==> config.mk <==
export PLATFORM = sky130hd
export DESIGN_NAME = system_clock_gear_control
export DESIGN_NICKNAME = d
export VERILOG_FILES = /design/src/pkg/clock_gear_pkg.sv /design/src/design/clock_divider_cell.sv /design/src/design/system_clock_gear_control.sv
export VERILOG_INCLUDE_DIRS = /design/src /design/src/pkg
export SDC_FILE = /design/constraint.sdc
export NUM_CORES = 1
export LEC_CHECK = 0
export BUFFER_PORTS_ARGS = -buffer_cell sky130_fd_sc_hd__clkbuf_2
export CORE_MARGIN = 10
export CORE_UTILIZATION = 50
export CTS_BUF_LIST = sky130_fd_sc_hd__clkbuf_4 sky130_fd_sc_hd__clkbuf_8
export DETAILED_ROUTE_END_ITERATION = 16
export PLACE_DENSITY = 0.83
export SYNTH_ARGS = -nofsm -noshare
export SYNTH_HDL_FRONTEND = slang
export SYNTH_SLANG_ARGS = --single-unit
export TNS_END_PERCENT = 5
==> constraint.sdc <==
create_clock -name i_clock -period 2.3 [get_ports i_clock]
set_input_delay 0.575 -clock i_clock [delete_from_list [all_inputs] [get_ports i_clock]]
set_output_delay 0.575 -clock i_clock [all_outputs]
set_load 0.02 [all_outputs]
==> src/pkg/clock_gear_cfg.svh <==
// offsets, field positions, reset values and timing counts of the clock controller
`ifndef CLOCK_GEAR_CFG_SVH
`define CLOCK_GEAR_CFG_SVH
`define OFS_OSC_PRESC 8'he0
`define OFS_SRC_GEAR 8'he1
`define OFS_WARM_HALT 8'he2
`define OFS_DOUBLER 8'he8
`define RST_OSC_PRESC 8'he0
`define RST_SRC_GEAR 8'h04
`define RST_WARM_HALT 8'h2c
`define RST_DOUBLER 8'h00
`define BIT_FAST_EN 7
`define BIT_SLOW_EN 6
`define BIT_FAST_AFTER 5
`define BIT_SLOW_AFTER 4
`define BIT_AFTER_SEL 3
`define BIT_WARM_START 2
`define BIT_SYS_SEL 3
`define BIT_PIN_MODE 1
`define BIT_PIN_HOLD 0
`define WARM_EXP_SHORT 8
`define WARM_EXP_MID 14
`define WARM_EXP_LONG 16
`define PRESC_DIV 16
`define RESET_STATES 10
`endif

==> src/pkg/clock_gear_pkg.sv <==
// types of the clock controller
package clock_gear_pkg;
    typedef enum logic [1:0] {
        halt_reserved,
        halt_stop,
        halt_light_one,
        halt_light_two
    } halt_type;
    typedef enum logic [1:0] {
        presc_gear,
        presc_res1,
        presc_fc16,
        presc_res3
    } presc_type;
endpackage

==> src/design/clock_divider_cell.sv <==
// glitch-free clock-enable divider by a power of two
`timescale 1ns/1ps
`default_nettype none
module clock_divider_cell #(
    parameter int WIDTH = 4
) (
    input wire logic i_clock,
    input wire logic i_resetn,
    input wire logic [2:0] i_shift,
    output logic o_tick
);
    logic [WIDTH-1:0] count;
    logic [WIDTH-1:0] mask;
    assign mask = WIDTH'((1 << i_shift) - 1);
    // terminal count only at wrap, no short pulse
    always_ff @(posedge i_clock or negedge i_resetn) begin
        if (!i_resetn) begin
            count <= '0;
        end else if ((count & mask) == mask) begin
            count <= '0;
        end else begin
            count <= count + 1'b1;
        end
    end
    assign o_tick = ((count & mask) == mask);
endmodule
`default_nettype wire

==> src/design/system_clock_gear_control.sv <==
// system clock gear controller with apb register slave
// Summary of operation
// - reset leaves doubler pass-through and gear at divide by sixteen
// - source register bit 3 selects fc (0) or fs (1), reset 0
// - system clock is fc divided by the gear, or fs undivided; two such periods make one state
// - control bits 7 and 6 enable fast and slow oscillators, reset 1
// - bits 5 and 4 set oscillators running after stop, reset 1 and 0
// - bit 3 selects clock after stop: fc or fs, reset 0
// - writing 1 to bit 2 starts warm-up; reads 1 while running
// - prescaler field 00 selects state tick, 10 selects fc/16 only while gear divides by sixteen
// - warm-up field codes 01,10,11 give 2^8,2^14,2^16 cycles, reset 10
// - halt field 01 stop, 10 light sleep one, 11 light sleep two
// - pin bit 0: 0 switches io off, 1 holds pin state
// - bit 1 chooses whether pin bit applies to stop or light sleep one
// - gear field divides fc by 1,2,4,8,16; reset 100
// - enabled doubler runs at four times fc; reset stopped
//
// Local design decision: the APB register port.
`timescale 1ns/1ps
`default_nettype none
`include "clock_gear_cfg.svh"
module system_clock_gear_control #(
    parameter int WARM_WIDTH = 17
) (
    input wire logic i_clock,
    input wire logic i_resetn,
    input wire logic i_psel,
    input wire logic i_penable,
    input wire logic i_pwrite,
    input wire logic [11:0] i_paddr,
    input wire logic [31:0] i_pwdata,
    input wire logic [3:0] i_pstrb,
    input wire logic i_fc_tick,
    input wire logic i_fs_tick,
    input wire logic i_halt_request,
    output logic [31:0] o_prdata,
    output logic o_pready,
    output logic o_pslverr,
    output logic o_fast_osc_enable,
    output logic o_slow_osc_enable,
    output logic o_source_is_slow,
    output logic o_system_state_tick,
    output logic o_prescaler_tick,
    output logic o_doubler_run,
    output logic o_doubler_select,
    output logic o_halt_stop,
    output logic o_halt_light_one,
    output logic o_halt_light_two,
    output logic o_pins_hold,
    output logic o_pins_off
);
    logic [7:0] osc_presc;
    logic [7:0] src_gear;
    logic [7:0] warm_halt;
    logic [7:0] doubler;
    logic warm_busy;
    logic [WARM_WIDTH-1:0] warm_count;
    logic [WARM_WIDTH-1:0] warm_limit;
    logic access;
    logic wr;
    logic mapped;
    logic [7:0] rd_byte;
    logic gear_tick;
    logic fc16_tick;
    logic [2:0] gear_shift;
    logic src_tick;
    logic half_phase;
    logic next_state_tick;
    logic next_presc_tick;
    clock_gear_pkg::halt_type halt_mode;
    clock_gear_pkg::presc_type presc_sel;

    function automatic logic is_reg(input logic [11:0] addr, input logic [7:0] ofs);
        is_reg = (addr == {2'b00, ofs, 2'b00});
    endfunction

    assign access = i_psel && i_penable;
    assign wr = access && i_pwrite && i_pstrb[0];
    assign mapped = is_reg(i_paddr, `OFS_OSC_PRESC) || is_reg(i_paddr, `OFS_SRC_GEAR)
        || is_reg(i_paddr, `OFS_WARM_HALT) || is_reg(i_paddr, `OFS_DOUBLER);
    assign halt_mode = clock_gear_pkg::halt_type'(warm_halt[3:2]);
    assign presc_sel = clock_gear_pkg::presc_type'(osc_presc[1:0]);

    always_ff @(posedge i_clock or negedge i_resetn) begin
        if (!i_resetn) begin
            osc_presc <= `RST_OSC_PRESC;
            src_gear <= `RST_SRC_GEAR;
            warm_halt <= `RST_WARM_HALT;
            doubler <= `RST_DOUBLER;
        end else if (wr) begin
            if (is_reg(i_paddr, `OFS_OSC_PRESC)) begin
                osc_presc <= {i_pwdata[7:3], 1'b0, i_pwdata[1:0]};
            end
            if (is_reg(i_paddr, `OFS_SRC_GEAR)) begin
                src_gear <= {4'h0, i_pwdata[3:0]};
            end
            if (is_reg(i_paddr, `OFS_WARM_HALT)) begin
                warm_halt <= {2'b00, i_pwdata[5:0]};
            end
            if (is_reg(i_paddr, `OFS_DOUBLER)) begin
                doubler <= {i_pwdata[7:6], 1'b0, i_pwdata[4], 4'h0};
            end
        end
    end

    always_comb begin
        case (warm_halt[5:4])
            2'b01: warm_limit = WARM_WIDTH'(1 << `WARM_EXP_SHORT);
            2'b10: warm_limit = WARM_WIDTH'(1 << `WARM_EXP_MID);
            2'b11: warm_limit = WARM_WIDTH'(1 << `WARM_EXP_LONG);
            default: warm_limit = WARM_WIDTH'(1 << `WARM_EXP_MID);
        endcase
    end

    // warm-up timer, counts the target oscillator
    always_ff @(posedge i_clock or negedge i_resetn) begin
        if (!i_resetn) begin
            warm_busy <= 1'b0;
            warm_count <= '0;
        end else if (wr && is_reg(i_paddr, `OFS_OSC_PRESC) && i_pwdata[`BIT_WARM_START]) begin
            warm_busy <= 1'b1;
            warm_count <= '0;
        end else if (warm_busy) begin
            if (src_gear[`BIT_SYS_SEL] ? i_fc_tick : i_fs_tick) begin
                if (warm_count == warm_limit - 1'b1) begin
                    warm_busy <= 1'b0;
                end
                warm_count <= warm_count + 1'b1;
            end
        end
    end

    // gear code to shift, reserved codes fall back to sixteen
    always_comb begin
        case (src_gear[2:0])
            3'b000: gear_shift = 3'd0;
            3'b001: gear_shift = 3'd1;
            3'b010: gear_shift = 3'd2;
            3'b011: gear_shift = 3'd3;
            default: gear_shift = 3'd4;
        endcase
    end

    clock_divider_cell #(.WIDTH(4)) gear_div (
        .i_clock(i_clock),
        .i_resetn(i_resetn),
        .i_shift(gear_shift),
        .o_tick(gear_tick)
    );

    assign fc16_tick = gear_tick && (gear_shift == 3'd4);
    // fc gear or fs as selected source
    assign src_tick = src_gear[`BIT_SYS_SEL] ? i_fs_tick : (gear_tick && i_fc_tick);

    // state is half the selected source
    always_ff @(posedge i_clock or negedge i_resetn) begin
        if (!i_resetn) begin
            half_phase <= 1'b0;
        end else if (src_tick) begin
            half_phase <= ~half_phase;
        end
    end
    assign next_state_tick = src_tick && half_phase;

    always_comb begin
        case (presc_sel)
            clock_gear_pkg::presc_gear: next_presc_tick = next_state_tick;
            clock_gear_pkg::presc_fc16: next_presc_tick = fc16_tick && i_fc_tick;
            default: next_presc_tick = 1'b0;
        endcase
    end

    always_comb begin
        case (i_paddr[9:2])
            `OFS_OSC_PRESC: rd_byte = {osc_presc[7:3], warm_busy, osc_presc[1:0]};
            `OFS_SRC_GEAR: rd_byte = src_gear;
            `OFS_WARM_HALT: rd_byte = warm_halt;
            `OFS_DOUBLER: rd_byte = doubler;
            default: rd_byte = 8'h00;
        endcase
    end

    // apb answer registered in setup, no wait state
    always_ff @(posedge i_clock or negedge i_resetn) begin
        if (!i_resetn) begin
            o_pready <= 1'b0;
            o_prdata <= 32'h0000_0000;
            o_pslverr <= 1'b0;
        end else if (i_psel && !i_penable) begin
            o_pready <= 1'b1;
            o_prdata <= {24'h000000, rd_byte};
            o_pslverr <= !mapped;
        end else begin
            o_pready <= 1'b0;
            o_prdata <= 32'h0000_0000;
            o_pslverr <= 1'b0;
        end
    end

    // halt mode and pin control outputs
    always_ff @(posedge i_clock or negedge i_resetn) begin
        if (!i_resetn) begin
            o_halt_stop <= 1'b0;
            o_halt_light_one <= 1'b0;
            o_halt_light_two <= 1'b0;
            o_pins_hold <= 1'b0;
            o_pins_off <= 1'b0;
        end else begin
            o_halt_stop <= i_halt_request && (halt_mode == clock_gear_pkg::halt_stop);
            o_halt_light_one <= i_halt_request && (halt_mode == clock_gear_pkg::halt_light_one);
            o_halt_light_two <= i_halt_request && (halt_mode == clock_gear_pkg::halt_light_two);
            // pin bit applies to chosen mode
            if (i_halt_request && (warm_halt[`BIT_PIN_MODE]
                ? halt_mode == clock_gear_pkg::halt_light_one
                : halt_mode == clock_gear_pkg::halt_stop)) begin
                o_pins_hold <= warm_halt[`BIT_PIN_HOLD];
                o_pins_off <= !warm_halt[`BIT_PIN_HOLD];
            end else begin
                o_pins_hold <= 1'b0;
                o_pins_off <= 1'b0;
            end
        end
    end

    always_ff @(posedge i_clock or negedge i_resetn) begin
        if (!i_resetn) begin
            o_fast_osc_enable <= 1'b1;
            o_slow_osc_enable <= 1'b1;
            o_source_is_slow <= 1'b0;
            o_system_state_tick <= 1'b0;
            o_prescaler_tick <= 1'b0;
            o_doubler_run <= 1'b0;
            o_doubler_select <= 1'b0;
        end else begin
            o_fast_osc_enable <= osc_presc[`BIT_FAST_EN];
            o_slow_osc_enable <= osc_presc[`BIT_SLOW_EN];
            o_source_is_slow <= src_gear[`BIT_SYS_SEL];
            o_system_state_tick <= next_state_tick;
            o_prescaler_tick <= next_presc_tick;
            // doubler runs unless action 00, selected on 10
            o_doubler_run <= doubler[7] || doubler[6];
            o_doubler_select <= doubler[7] && !doubler[6];
        end
    end
endmodule
`default_nettype wire

Word-level counts from Yosys, hierarchy flattened:

Cells that the tools add are included.

* register bits after elaboration: 89
* input port bits: 56
* output and inout bits: 46
* logic and storage cells: 102

* add/subtract/negate cells: 4
* equal/unequal tests: 20
* shift-type cells: 1
* multiplexer cells: 20
* bitwise gates (word level): 2
* reductions and logical operators: 32

Operators with widths (count)
* 17-bit two-way mux: 3
* 12-bit by 10-bit == test with 1-bit output, second input constant: 4
* 17-bit one-hot mux with 2 select lines: 1
* 8-bit == test, second input constant: 4
* 8-bit one-hot mux with 4 select lines: 1
* 17-bit by 1-bit adder with 17-bit output, second input constant: 1
* 17-bit == test: 1
* 17-bit by 1-bit subtractor with 17-bit output, second input constant: 1
* 1-bit logical AND: 15
* 3-bit one-hot mux with 4 select lines: 1
* 1-bit two-way mux: 11
* 2-bit AND reduction: 5
* 2-bit == test, second input constant: 4
* 8-bit two-way mux: 1
* 3-bit by 2-bit == test with 1-bit output, second input constant: 2
* 4-bit by 1-bit adder with 4-bit output, second input constant: 1
* 4-bit bitwise AND: 1
* 2-bit by 1-bit == test with 1-bit output, second input constant: 2
* 4-bit == test: 1
* 1-bit logical NOT: 4
* 1-bit logical OR: 4
* 4-bit two-way mux: 1
* 2-bit nonzero test: 2
* 1-bit by 3-bit << shifter with 4-bit output, first input constant: 1
* other kinds (7): 7

Longest topological paths before layout:

Gate-level depths: netlist of the first run.

* depth after elaboration: 10
* mapped depth: 6
* mapped depth without buffers: 5

Cells and area by module:

A second synthesis of the first run with hierarchy kept.

* cells, all modules: 290
* area, all modules: 3203.1 µm²

Modules (own cells, without submodules)
* system_clock_gear_control: instances 1, cells an instance 262, area each 2924.1 µm², seq. area each 1537.7 µm²
* clock_divider_cell: instances 1, cells an instance 28, area each 279.0 µm², seq. area each 100.1 µm²

Worst setup path after synthesis of the first run:

OpenSTA, ideal clock, no wires.

* kind: in2reg
* from: in i_paddr[1]
* to: reg osc_presc[0]
* setup time: 125 ps
* data arrival time: 1984 ps
* data required time: 2175 ps
* slack: 191 ps
* stages: 5
* buffers on the path: 1
* cell sequence: or4_1 > nor2_1 > and3b_1 > buf_2 > mux2_2

* word-level cells in the longest chain between the ends: 2

Ends and longest elaborated chain
* start: declaration: line system_clock_gear_control.sv:30 `input wire logic [11:0] i_paddr,`
* 12-bit by 10-bit == test with 1-bit output: line system_clock_gear_control.sv:74 `is_reg = (addr == {2'b00, ofs, 2'b00});`
* 2-bit AND reduction (no line)
* end signal: assignment: line system_clock_gear_control.sv:86 `` osc_presc <= `RST_OSC_PRESC; ``
* end signal: assignment: line system_clock_gear_control.sv:92 `osc_presc <= {i_pwdata[7:3], 1'b0, i_pwdata[1:0]};`
* end: declaration: line system_clock_gear_control.sv:52 `logic [7:0] osc_presc;`

Every way passes these cells.
A chain may end at the register's enable or synchronous reset.

Final worst setup path of the first run:

* from: in i_paddr[1]
* to: reg warm_halt[1]

* word-level cells in the longest chain between the ends: 2

Ends and longest elaborated chain
* 12-bit by 10-bit == test with 1-bit output: line system_clock_gear_control.sv:74
* 2-bit AND reduction (no line)
* end signal: assignment: line system_clock_gear_control.sv:88 `` warm_halt <= `RST_WARM_HALT; ``
* end signal: assignment: line system_clock_gear_control.sv:98 `warm_halt <= {2'b00, i_pwdata[5:0]};`
* end: declaration: line system_clock_gear_control.sv:54 `logic [7:0] warm_halt;`

Every way passes these cells.

==> results of run 1 <==
-- placed cells by master, fill, tap and decap left out, types with 3 or more instances in the layout --
| cell | Yosys | routed |
|---|---|---|
| mux2i_1 | 7 | 7 |
| inv_1 | 5 | 5 |
| nand4_1 | 6 | 6 |
| and4_1 | 3 | 3 |
| or4_1 | 3 | 3 |
| nand2b_1 | 3 | 3 |
| nor2_1 | 24 | 24 |
| nand3_1 | 12 | 12 |
| nand2_1 | 12 | 12 |
| clkbuf_8 | 0 | 10 |
| and3_1 | 3 | 3 |
| o21ai_0 | 6 | 6 |
| xnor2_1 | 7 | 7 |
| xor2_1 | 7 | 7 |
| conb_1 | 1 | 24 |
| a211oi_1 | 4 | 4 |
| nor3_1 | 11 | 11 |
| or3_1 | 8 | 8 |
| dfstp_2 | 9 | 9 |
| mux2_2 | 22 | 22 |
| nor4_1 | 6 | 6 |
| clkbuf_2 | 0 | 50 |
| dfrtp_1 | 56 | 56 |
| a21oi_1 | 17 | 17 |
| nor2b_1 | 5 | 5 |
| buf_4 | 25 | 11 |
-- kinds of logic after synthesis --
logic type / share of synthesized area [%]
and+or+nand+nor: 18.6
DFF: 51.9
buffers and inverters: 7.97
AOI/OAI and AO/OA: 5.91
muxes: 10.5
xor gates and xnor gates: 3.88
adders and majority gates: 1.11
other: 0.119
-- synthesized netlist by cell type --
cell type	n
a211oi_1	4
a21o_1	1
a21oi_1	17
a41oi_1	1
and2_1	2
and3_1	3
and3b_1	1
and4_1	3
buf_2	3
buf_4	25
buf_6	1
clkbuf_1	5
conb_1	1
dfrtp_1	56
dfstp_2	9
ha_1	2
inv_1	5
maj3_1	1
mux2_2	22
mux2i_1	7
mux2i_2	1
nand2_1	12
nand2b_1	3
nand3_1	12
nand4_1	6
nand4_2	1
nand4b_1	1
nand4bb_1	1
nor2_1	24
nor2b_1	5
nor3_1	11
nor4_1	6
nor4b_1	2
o21ai_0	6
o221ai_1	1
o31a_1	1
o31ai_1	1
or2_2	2
or3_1	8
or4_1	3
or4_4	1
xnor2_1	7
xor2_1	7
-- sequential cells by signal, indices dropped and copies added (netlist names), 3 cells and up --
name and cells:
doubler 3, gear_div.count 4, o_prdata 8, osc_presc 7
src_gear 4, warm_count 17, warm_halt 6
-- critical path, delay by kind of cell --
kind | cells | cell delay [ps]
muxes | 1 | 360
and+or+nand+nor | 3 | 1010
buffers and inverters | 2 | 240
-- where the power goes --
group          internal (uW)  leakage, uW  switching [uW]
Combinational           67.5     0.000832             134
Clock                    531    0.0000985             444
Sequential              1180     0.000841            26.2
-- per-stage QoR --
step | utilization (%) | hold WS, ps
after floorplan | - | 279
after global placement | 57.7 | 365
after detailed placement | 57.7 | 369
after CTS | 61.1 | 206
after global routing | 61.1 | 212
final | 61.1 | 196
-- cell type report --
cell class | instances | share of cell area, %
clock buffer | 10 | 3.74
clock inverter | 6 | 1.83
inverter | 5 | 0.510
multi-input combinational | 210 | 36.8
sequential | 65 | 44.5
tap | 75 | 2.55
timing repair buffer | 63 | 10.1
-- metal layers --
metal  up-vias  track usage, %
met4         0            4.30
met3         7            5.67
met5         -               0
li1       1116               -
met2        74            22.5
met1      1147            16.0
-- worst paths after layout --
| check | endpoint | cells past startpoint | startpoint | slack, ps |
|---|---|---|---|---|
| worst max-delay path | warm_halt[1]$_DFFE_PN0P_ | 6 | i_paddr[1] | 330 |
| worst min-delay path | o_halt_stop$_DFF_PN0_ | 1 | i_resetn | 200 |
| worst max register to register | warm_count[12]$_DFFE_PN0P_ | 5 | warm_count[0]$_DFFE_PN0P_ | 350 |
| worst min register to register | o_fast_osc_enable$_DFF_PN1_ | 0 | osc_presc[7]$_DFFE_PN1P_ | 380 |
| max in group asynchronous | osc_presc[6]$_DFFE_PN1P_ | 2 | i_resetn | 1480 |
| min in group i_clock | o_fast_osc_enable$_DFF_PN1_ | 0 | osc_presc[7]$_DFFE_PN1P_ | 380 |
==> flow_summary.toml, run 1 <==
[routing]
drtAntennaViolNets = 0
wirelength_um = 6780
via_per_inst = 5.40
first_pass_iters = 4
wire_per_inst_um = 15.6
route.detailed.drc = 0
detail_route.iter0.violations = 133
met1_length_um = 2930
route.met3.wl_um = 478
via_count = 2344
highest_layer = "met4"
met2_length_um = 3280

[die]
io_pins = 102
coreArea_mm2 = 0.00603
die_w_um = 99.5
rows = 28
start_util_pct = 52.4
design.die.area_mm2 = 0.00989
die_h_um = 99.5

[layout]
fin_nets = 412
design_area_mm2 = 0.00368
ff_latch_area_mm2 = 0.00164
drive_gt1_share_pct = 32.0
final_cells = 434
num_antenna_cells = 0
multi_input_area_mm2 = 0.00135
syn2layout_area_growth_pct = 16.6
num-fill-cells = 490

[pwr]
power_density_mw_per_mm2 = 646
total_power_uw = 2380
vdd_drop_max_v = 0.000636
leakagePower_uw = 0.00177

[placement]
dpl_cell_area_mm2 = 0.00348
gp_congestion = 0.851
dp_hpwl_um = 5200
dpl_worst_slack_ps = 2.58
port_buffers = 50
place_inst = 418

[timing]
relSlewSlack_pct = 63.4
hold_viol_final = 0
fmax_ghz = 0.509
tightest_slew_ps = 538
finalSetupViolCount = 0
skew_ps = 5.47
grt_setup_unrepaired = "false"
fin_crit_sh_pct = 85.4
tns_ps = 0
period_needed_ps = 1970
setup_ws_ps = 335
slew_violations = 0

[worst_setup_path]
critical-path-max-stage-delay_ps = 560
required_ps = 2520
critPathCaptureType = "flop"
path_class = "in2reg"
cp_cell_sequence = "clkbuf_2 > or4_1 > nor2_1 > buf_4 > nand3_1 > mux2_2"
arrival_ps = 2190
cp_max_fo = 6
cp_slowest_cell = "or4_1"
startpoint_type = "input port"

[yosys]
ys_seq_elements = 65
avgSynthCellArea_um2 = 10.8
synth_top_area_cell = "dfrtp_1"
synthTopCellsByArea = "dfrtp_1 44%, mux2_2 7.8%, dfstp_2 7.5%"
synth.distinct_cells = 43
ys.warnings.count = 0
synth_cells = 291
yosys.area.top_type_share_pct = 44.4
synth-seq-area-share_pct = 51.9
syn_area_mm2 = 0.00316

[clock_tree]
ctsHoldBuffers = 0
ctsResizeCount = 0
cts_sinks = 65
cts_tree = "built"
clk-insertion-delay-late_ps = 330
cts_buffers = 9
clk_pin_slew_ps = 80
postCtsSetupBuffers = 0
cts_buffer_depth = 2
root_buffer = "clkbuf_8"
cts_htree_levels = 3

[grt]
grt_pass1_vias = 2368
grt_pass1_wl_um = 11100
grt_max_degree = 33
grt_overflow_total = 0
antenna_found_initial = 0
grt_use_total_pct = 13.7

[flow_run]
max_cap_viol_count = 0

[worst_hold_path]
hold_class = "in2async"

[status]
status = "completed"
Note: power is estimated with default switching activity, not from simulation.
==> run 2, diff against run 1 <==
--- a/config.mk
+++ b/config.mk
@@ -6,12 +6,13 @@
 export SDC_FILE = /design/constraint.sdc
 export NUM_CORES = 1
 export LEC_CHECK = 0
+export ABC_AREA = 1
 export BUFFER_PORTS_ARGS = -buffer_cell sky130_fd_sc_hd__clkbuf_2
 export CORE_MARGIN = 10
 export CORE_UTILIZATION = 50
 export CTS_BUF_LIST = sky130_fd_sc_hd__clkbuf_4 sky130_fd_sc_hd__clkbuf_8
 export DETAILED_ROUTE_END_ITERATION = 16
-export PLACE_DENSITY = 0.83
+export PLACE_DENSITY = 0.82
 export SYNTH_ARGS = -nofsm -noshare
 export SYNTH_HDL_FRONTEND = slang
 export SYNTH_SLANG_ARGS = --single-unit
==> run 2 against run 1 <==
Against the previous run: global-route usage grew 2.1 points; combinational power shrank 27%; register-to-register slack better by 290 ps; sequential power decreased by 3%; count of clock-buffer cells in the layout unchanged; die area rose by 5.9%.
==> flow_summary.toml, run 2 <==
[status]
status = "completed"

[pwr]
vdd_drop_max_v = 0.000458
p_seq_share_pct = 47.7
leakagePower_uw = 0.00214
p_switching_uw = 593
pwr-share-comb_pct = 6.0
clkPwrFrac_pct = 46.3
internal-power_uw = 1830
power_density_mw_per_mm2 = 626
p_sw_share_pct = 24.5

[timing]
period_needed_ps = 1660
finalSetupViolCount = 0
fin_crit_sh_pct = 72.2
fmax_ghz = 0.603
hold_viol_final = 0
tightest_slew_ps = 586
hold_ws_ps = 202
relSlewSlack_pct = 60.8
tns_ps = 0
grt_setup_unrepaired = "false"
skew_ps = 8.72
slew_violations = 0

[yosys]
synth-seq-area-share_pct = 48.3
synth_cells = 429
synth_top_area_cell = "dfrtp_1"
synth.distinct_cells = 31
synthArstFlopShare_pct = 100
yosys-top-cells-count = "107 x nand2_1, 68 x nor2_1, 56 x dfrtp_1"
synthTopCellsByArea = "dfrtp_1 41%, nand2_1 12%, nor2_1 7.5%"
ys.warnings.count = 0
ys_seq_elements = 65
syn_area_mm2 = 0.00339
yosys.area.top_type_share_pct = 41.3
synth-edff-count = 0
avgSynthCellArea_um2 = 7.91
synthMostInstantiatedCell = "nand2_1"
ys_dominant_reg_cell = "dfrtp_1"

[clock_tree]
cts_sinks = 65
root_buffer = "clkbuf_8"
cts_tree = "built"
cts_buffers = 9
cts_buffer_depth = 2
postCtsSetupBuffers = 0
clk-insertion-delay-late_ps = 360
ctsResizeCount = 0
ctsHoldBuffers = 0
clk_pin_slew_ps = 80
cts_htree_levels = 3

[grt]
antenna_found_initial = 0
use_met3_pct = 3.37
grt_pass1_wl_um = 13400
grt_use_total_pct = 15.9
grt_use_met1_pct = 18.4
grt_max_degree = 66
grt-busiest-layer = "met2"
grt_pass1_vias = 2943
met2_usage_pct = 26.0
grt_overflow_total = 0

[layout]
multi_input_area_mm2 = 0.00143
layout_commonest_cell = "nand2_1"
reg.largest.list = "warm_count: 17 flops, o_prdata: 8 flops, osc_presc: 7 flops"
regMostFlops = "warm_count"
num_antenna_cells = 0
num-fill-cells = 578
fin_nets = 546
drive_gt1_share_pct = 19.7
syn2layout_area_growth_pct = 14.2
final_cell_mix = "107 x nand2_1, 68 x nor2_1, 56 x dfrtp_1"
largest_reg_flops = 17
ff_latch_area_mm2 = 0.00164
final_cells = 570

[routing]
wirelength_um = 7950
via_per_inst = 5.16
route.detailed.drc = 0
via_count = 2940
first_pass_iters = 5
detail_route.iter0.violations = 190
drtAntennaViolNets = 0
wire_per_inst_um = 13.9

[die]
design.die.area_mm2 = 0.0105
io_pins = 102
die_h_um = 102
die_w_um = 102
start_util_pct = 52.5
rows = 29
coreArea_mm2 = 0.00646

[worst_setup_path]
critPathCaptureType = "flop"
path_class = "reg2reg"
cp_max_fo = 4
required_ps = 2540
cp-startpoint = "warm_count[0]$_DFFE_PN0P_"
rr_startpoint = "warm_count[0]$_DFFE_PN0P_"
rrSetupSlack_ps = 640
startpoint_type = "flop"
arrival_ps = 1900

[worst_hold_path]
hold_class = "in2async"

[flow_run]
max_cap_viol_count = 0

[placement]
gp_congestion = 0.864
port_buffers = 50
place_inst = 554
dp_hpwl_um = 5790
run 2: changes by cell type after synthesis, sizes merged, moves of 6 or more:
cell   change
nor2      +50
mux2      -22
nand3     +18
inv       +46
xor2       -6
nand2    +100
nor4       -6
mux2i      -7
o21ai     +16
or3        -8
run 2: power by group through the flow:
stage	registers (uW)	clock network [uW]	logic (uW)
after floorplan	1180	0	100
after global placement	1180	0	142
after detailed placement	1180	0	145
after CTS	1150	1130	145
after global routing	1160	1180	162
final	1160	1120	146
run 2: cells by family (layout without fill, tap and decap cells):
| family | Yosys count | in the layout | share of synthesized area, % |
|---|---|---|---|
| adders and majority gates | 2 | 2 | 0.738 |
| xor gates and xnor gates | 7 | 7 | 1.81 |
| AOI/OAI and AO/OA | 37 | 37 | 5.64 |
| DFF | 65 | 65 | 48.3 |
| buffers and inverters | 80 | 121 | 12.2 |
| other | 1 | 24 | 0.111 |
| and+or+nand+nor | 236 | 236 | 30.9 |
| muxes | 1 | 1 | 0.295 |
run 2: layout make-up:
type	count	area share (%)
flip-flops and latches	65	42.3
multi-input cells	307	36.8
repair buffers	54	7.56
inverters	51	4.94
clock buffers	10	3.55
well taps	77	2.49
clock inverters	6	2.33
run 2: metal layers:
metal / share of wire (%) / wire length, um
met2: 49 / 3860
met1: 41 / 3260
met3: 7.4 / 591
met5: 0 / 0
met4: 3.0 / 241
run 2: per-stage QoR:
step / util, % / instance area [um^2] / power [uW] / setup WS, ps
2_1_floorplan: - / 3480 / 1280 / 814
3_3_place_gp: 56.4 / 3640 / 1320 / 402
3_5_place_dp: 56.4 / 3640 / 1320 / 337
4_1_cts: 60.0 / 3870 / 2430 / 653
5_1_grt: 60.0 / 3870 / 2490 / 493
6_report: 60.0 / 3870 / 2420 / 640
run 2: path summary, 6_finish.rpt:
check / to / depth (start not counted)
max in group asynchronous: osc_presc[6]$_DFFE_PN1P_ / 2
worst min-delay path: o_pready$_DFF_PN0_ / 2
worst min register to register: o_slow_osc_enable$_DFF_PN1_ / 0
worst max register to register: warm_count[16]$_DFFE_PN0P_ / 8
worst max-delay path: warm_count[16]$_DFFE_PN0P_ / 8
min in group i_clock: o_slow_osc_enable$_DFF_PN1_ / 0
run 2: critical path, cell delays in order (launching register included):
cell     delay [ps]
dfrtp_1         390
ha_1            220
inv_1            70
nor2_1          240
nand2_1         150
nor2_1          250
nand3_1         110
nand2_1          80
nor2_1           50
==> run 3, diff against run 2 <==
==> constraint.sdc (replaced) <==
create_clock -name i_clock -period 1.7 [get_ports i_clock]
set_input_delay 0.425 -clock i_clock [delete_from_list [all_inputs] [get_ports i_clock]]
set_output_delay 0.425 -clock i_clock [all_outputs]
set_load 0.02 [all_outputs]
==> run 3 against run 2 <==
Against the previous run: hold slack worse by 140 ps; wire length down 7.1%; critical path type unchanged; critical endpoint unchanged; cell count rose by 0.70%.
==> flow_summary.toml, run 3 (same netlist as run 2, synthesis figures left out) <==
[grt]
antenna_found_initial = 0
grt_pass1_wl_um = 12500
grt_use_total_pct = 14.9
grt_pass1_vias = 2808
grt_max_degree = 66
grt_overflow_total = 0

[clock_tree]
ctsResizeCount = 0
clk-insertion-delay-late_ps = 360
cts_htree_levels = 3
cts_buffers = 9
cts_buffer_depth = 2
clk_pin_slew_ps = 90
root_buffer = "clkbuf_8"
ctsHoldBuffers = 0
postCtsSetupBuffers = 0
cts_sinks = 65
cts_tree = "built"

[layout]
regMostFlops = "warm_count"
final_cells = 574
syn2layout_area_growth_pct = 13.9
num-fill-cells = 575
drive_gt1_share_pct = 20.7
fin_nets = 550
num_antenna_cells = 0
layout_commonest_cell = "nand2_1"
reg.largest.list = "warm_count: 17 flops, o_prdata: 8 flops, osc_presc: 7 flops"
final_cell_mix = "107 x nand2_1, 67 x nor2_1, 56 x dfrtp_1"
largest_reg_flops = 17

[die]
io_pins = 102
rows = 29
design.die.area_mm2 = 0.0105
die_h_um = 102
start_util_pct = 52.5
die_w_um = 102
coreArea_mm2 = 0.00646

[flow_run]
max_cap_viol_count = 0

[worst_hold_path]
hold_class = "in2async"

[worst_setup_path]
startpoint_type = "flop"
critPathCaptureType = "flop"
cp-startpoint = "src_gear[3]$_DFFE_PN0P_"
path_class = "reg2reg"
cp_max_fo = 7
rr_startpoint = "src_gear[3]$_DFFE_PN0P_"
required_ps = 1940
arrival_ps = 1740

[timing]
fmax_ghz = 0.667
period_needed_ps = 1500
tns_ps = 0
fin_crit_sh_pct = 88.3
grt_setup_unrepaired = "false"
slew_violations = 0
hold_viol_final = 0
skew_ps = 11.4
finalSetupViolCount = 0

[routing]
first_pass_iters = 4
detail_route.iter0.violations = 121
wirelength_um = 7380
wire_per_inst_um = 12.9
route.detailed.drc = 0
drtAntennaViolNets = 0
via_per_inst = 4.99
via_count = 2866

[placement]
gp_congestion = 0.929
port_buffers = 50
dp_hpwl_um = 5720
place_inst = 558

[pwr]
leakagePower_uw = 0.00213
power_density_mw_per_mm2 = 779
vdd_drop_max_v = 0.000432

[status]
status = "completed"
==> run 3: cell count changes in the layout (fill, tap and decap cells not counted), sizes merged <==
cell	before	now
buf	4	8
inv	52	55
bufinv	2	0
clkbuf	60	59
clkinv	2	1
clkinvlp	1	2
==> run 3: worst paths after layout <==
kind / end / slack (ps) / depth (start not counted)
max in group asynchronous: o_slow_osc_enable$_DFF_PN1_ / 1310 / 2
hold reg to reg: o_fast_osc_enable$_DFF_PN1_ / 380 / 0
setup / recovery: warm_count[16]$_DFFE_PN0P_ / 200 / 9
min in group i_clock: warm_halt[5]$_DFFE_PN1P_ / 270 / 3
hold / removal: o_pready$_DFF_PN0_ / 60 / 2
setup reg to reg: warm_count[16]$_DFFE_PN0P_ / 200 / 9
==> run 3: where the power goes <==
part | internal (uW) | switching, uW
combinational | 50.5 | 149
sequential | 1560 | 5.08
clock | 556 | 691
total | 2160 | 845
==> run 3: layout make-up <==
type                            count  area (um^2)  area share [%]
Multi-Input combinational cell    307         1430            37.0
Sequential cell                    65         1640            42.4
Tap cell                           77         96.3            2.49
Clock inverter                      7         61.3            1.59
Inverter                           51          191            4.96
Clock buffer                        9          124            3.21
Timing Repair Buffer               58          323            8.36
==> run 3: layer usage <==
metal | routed length, um | vias to the layer above | global-route usage (%)
met5 | 0 | - | 0
li1 | - | 1424 | -
met3 | 465 | 12 | 3.31
met1 | 3180 | 1330 | 17.5
met4 | 143 | 0 | 8.89
met2 | 3590 | 100 | 24.4
==> run 3: worst max-delay path, stage by stage, from the launching register on <==
cell and delay [ps]:
dfrtp_1 410, inv_1 130, nand2_1 70, nand2_1 80
nand2_1 180, buf_4 220, nor2_1 120, nand3_1 90
nand2_1 60, nor2_1 40
==> run 3: metrics by stage <==
step | area [um^2] | util [%] | hold WS [ps] | setup WS, ps | power, uW
after detailed placement | 3670 | 56.9 | 368 | 53.2 | 1790
after floorplan | 3480 | - | 129 | 334 | 1730
after global placement | 3670 | 56.9 | 366 | 110 | 1790
after global routing | 3860 | 59.8 | 91.5 | 35.7 | 3110
after CTS | 3860 | 59.8 | 75.2 | 151 | 3030
final | 3860 | 59.8 | 58.2 | 200 | 3010
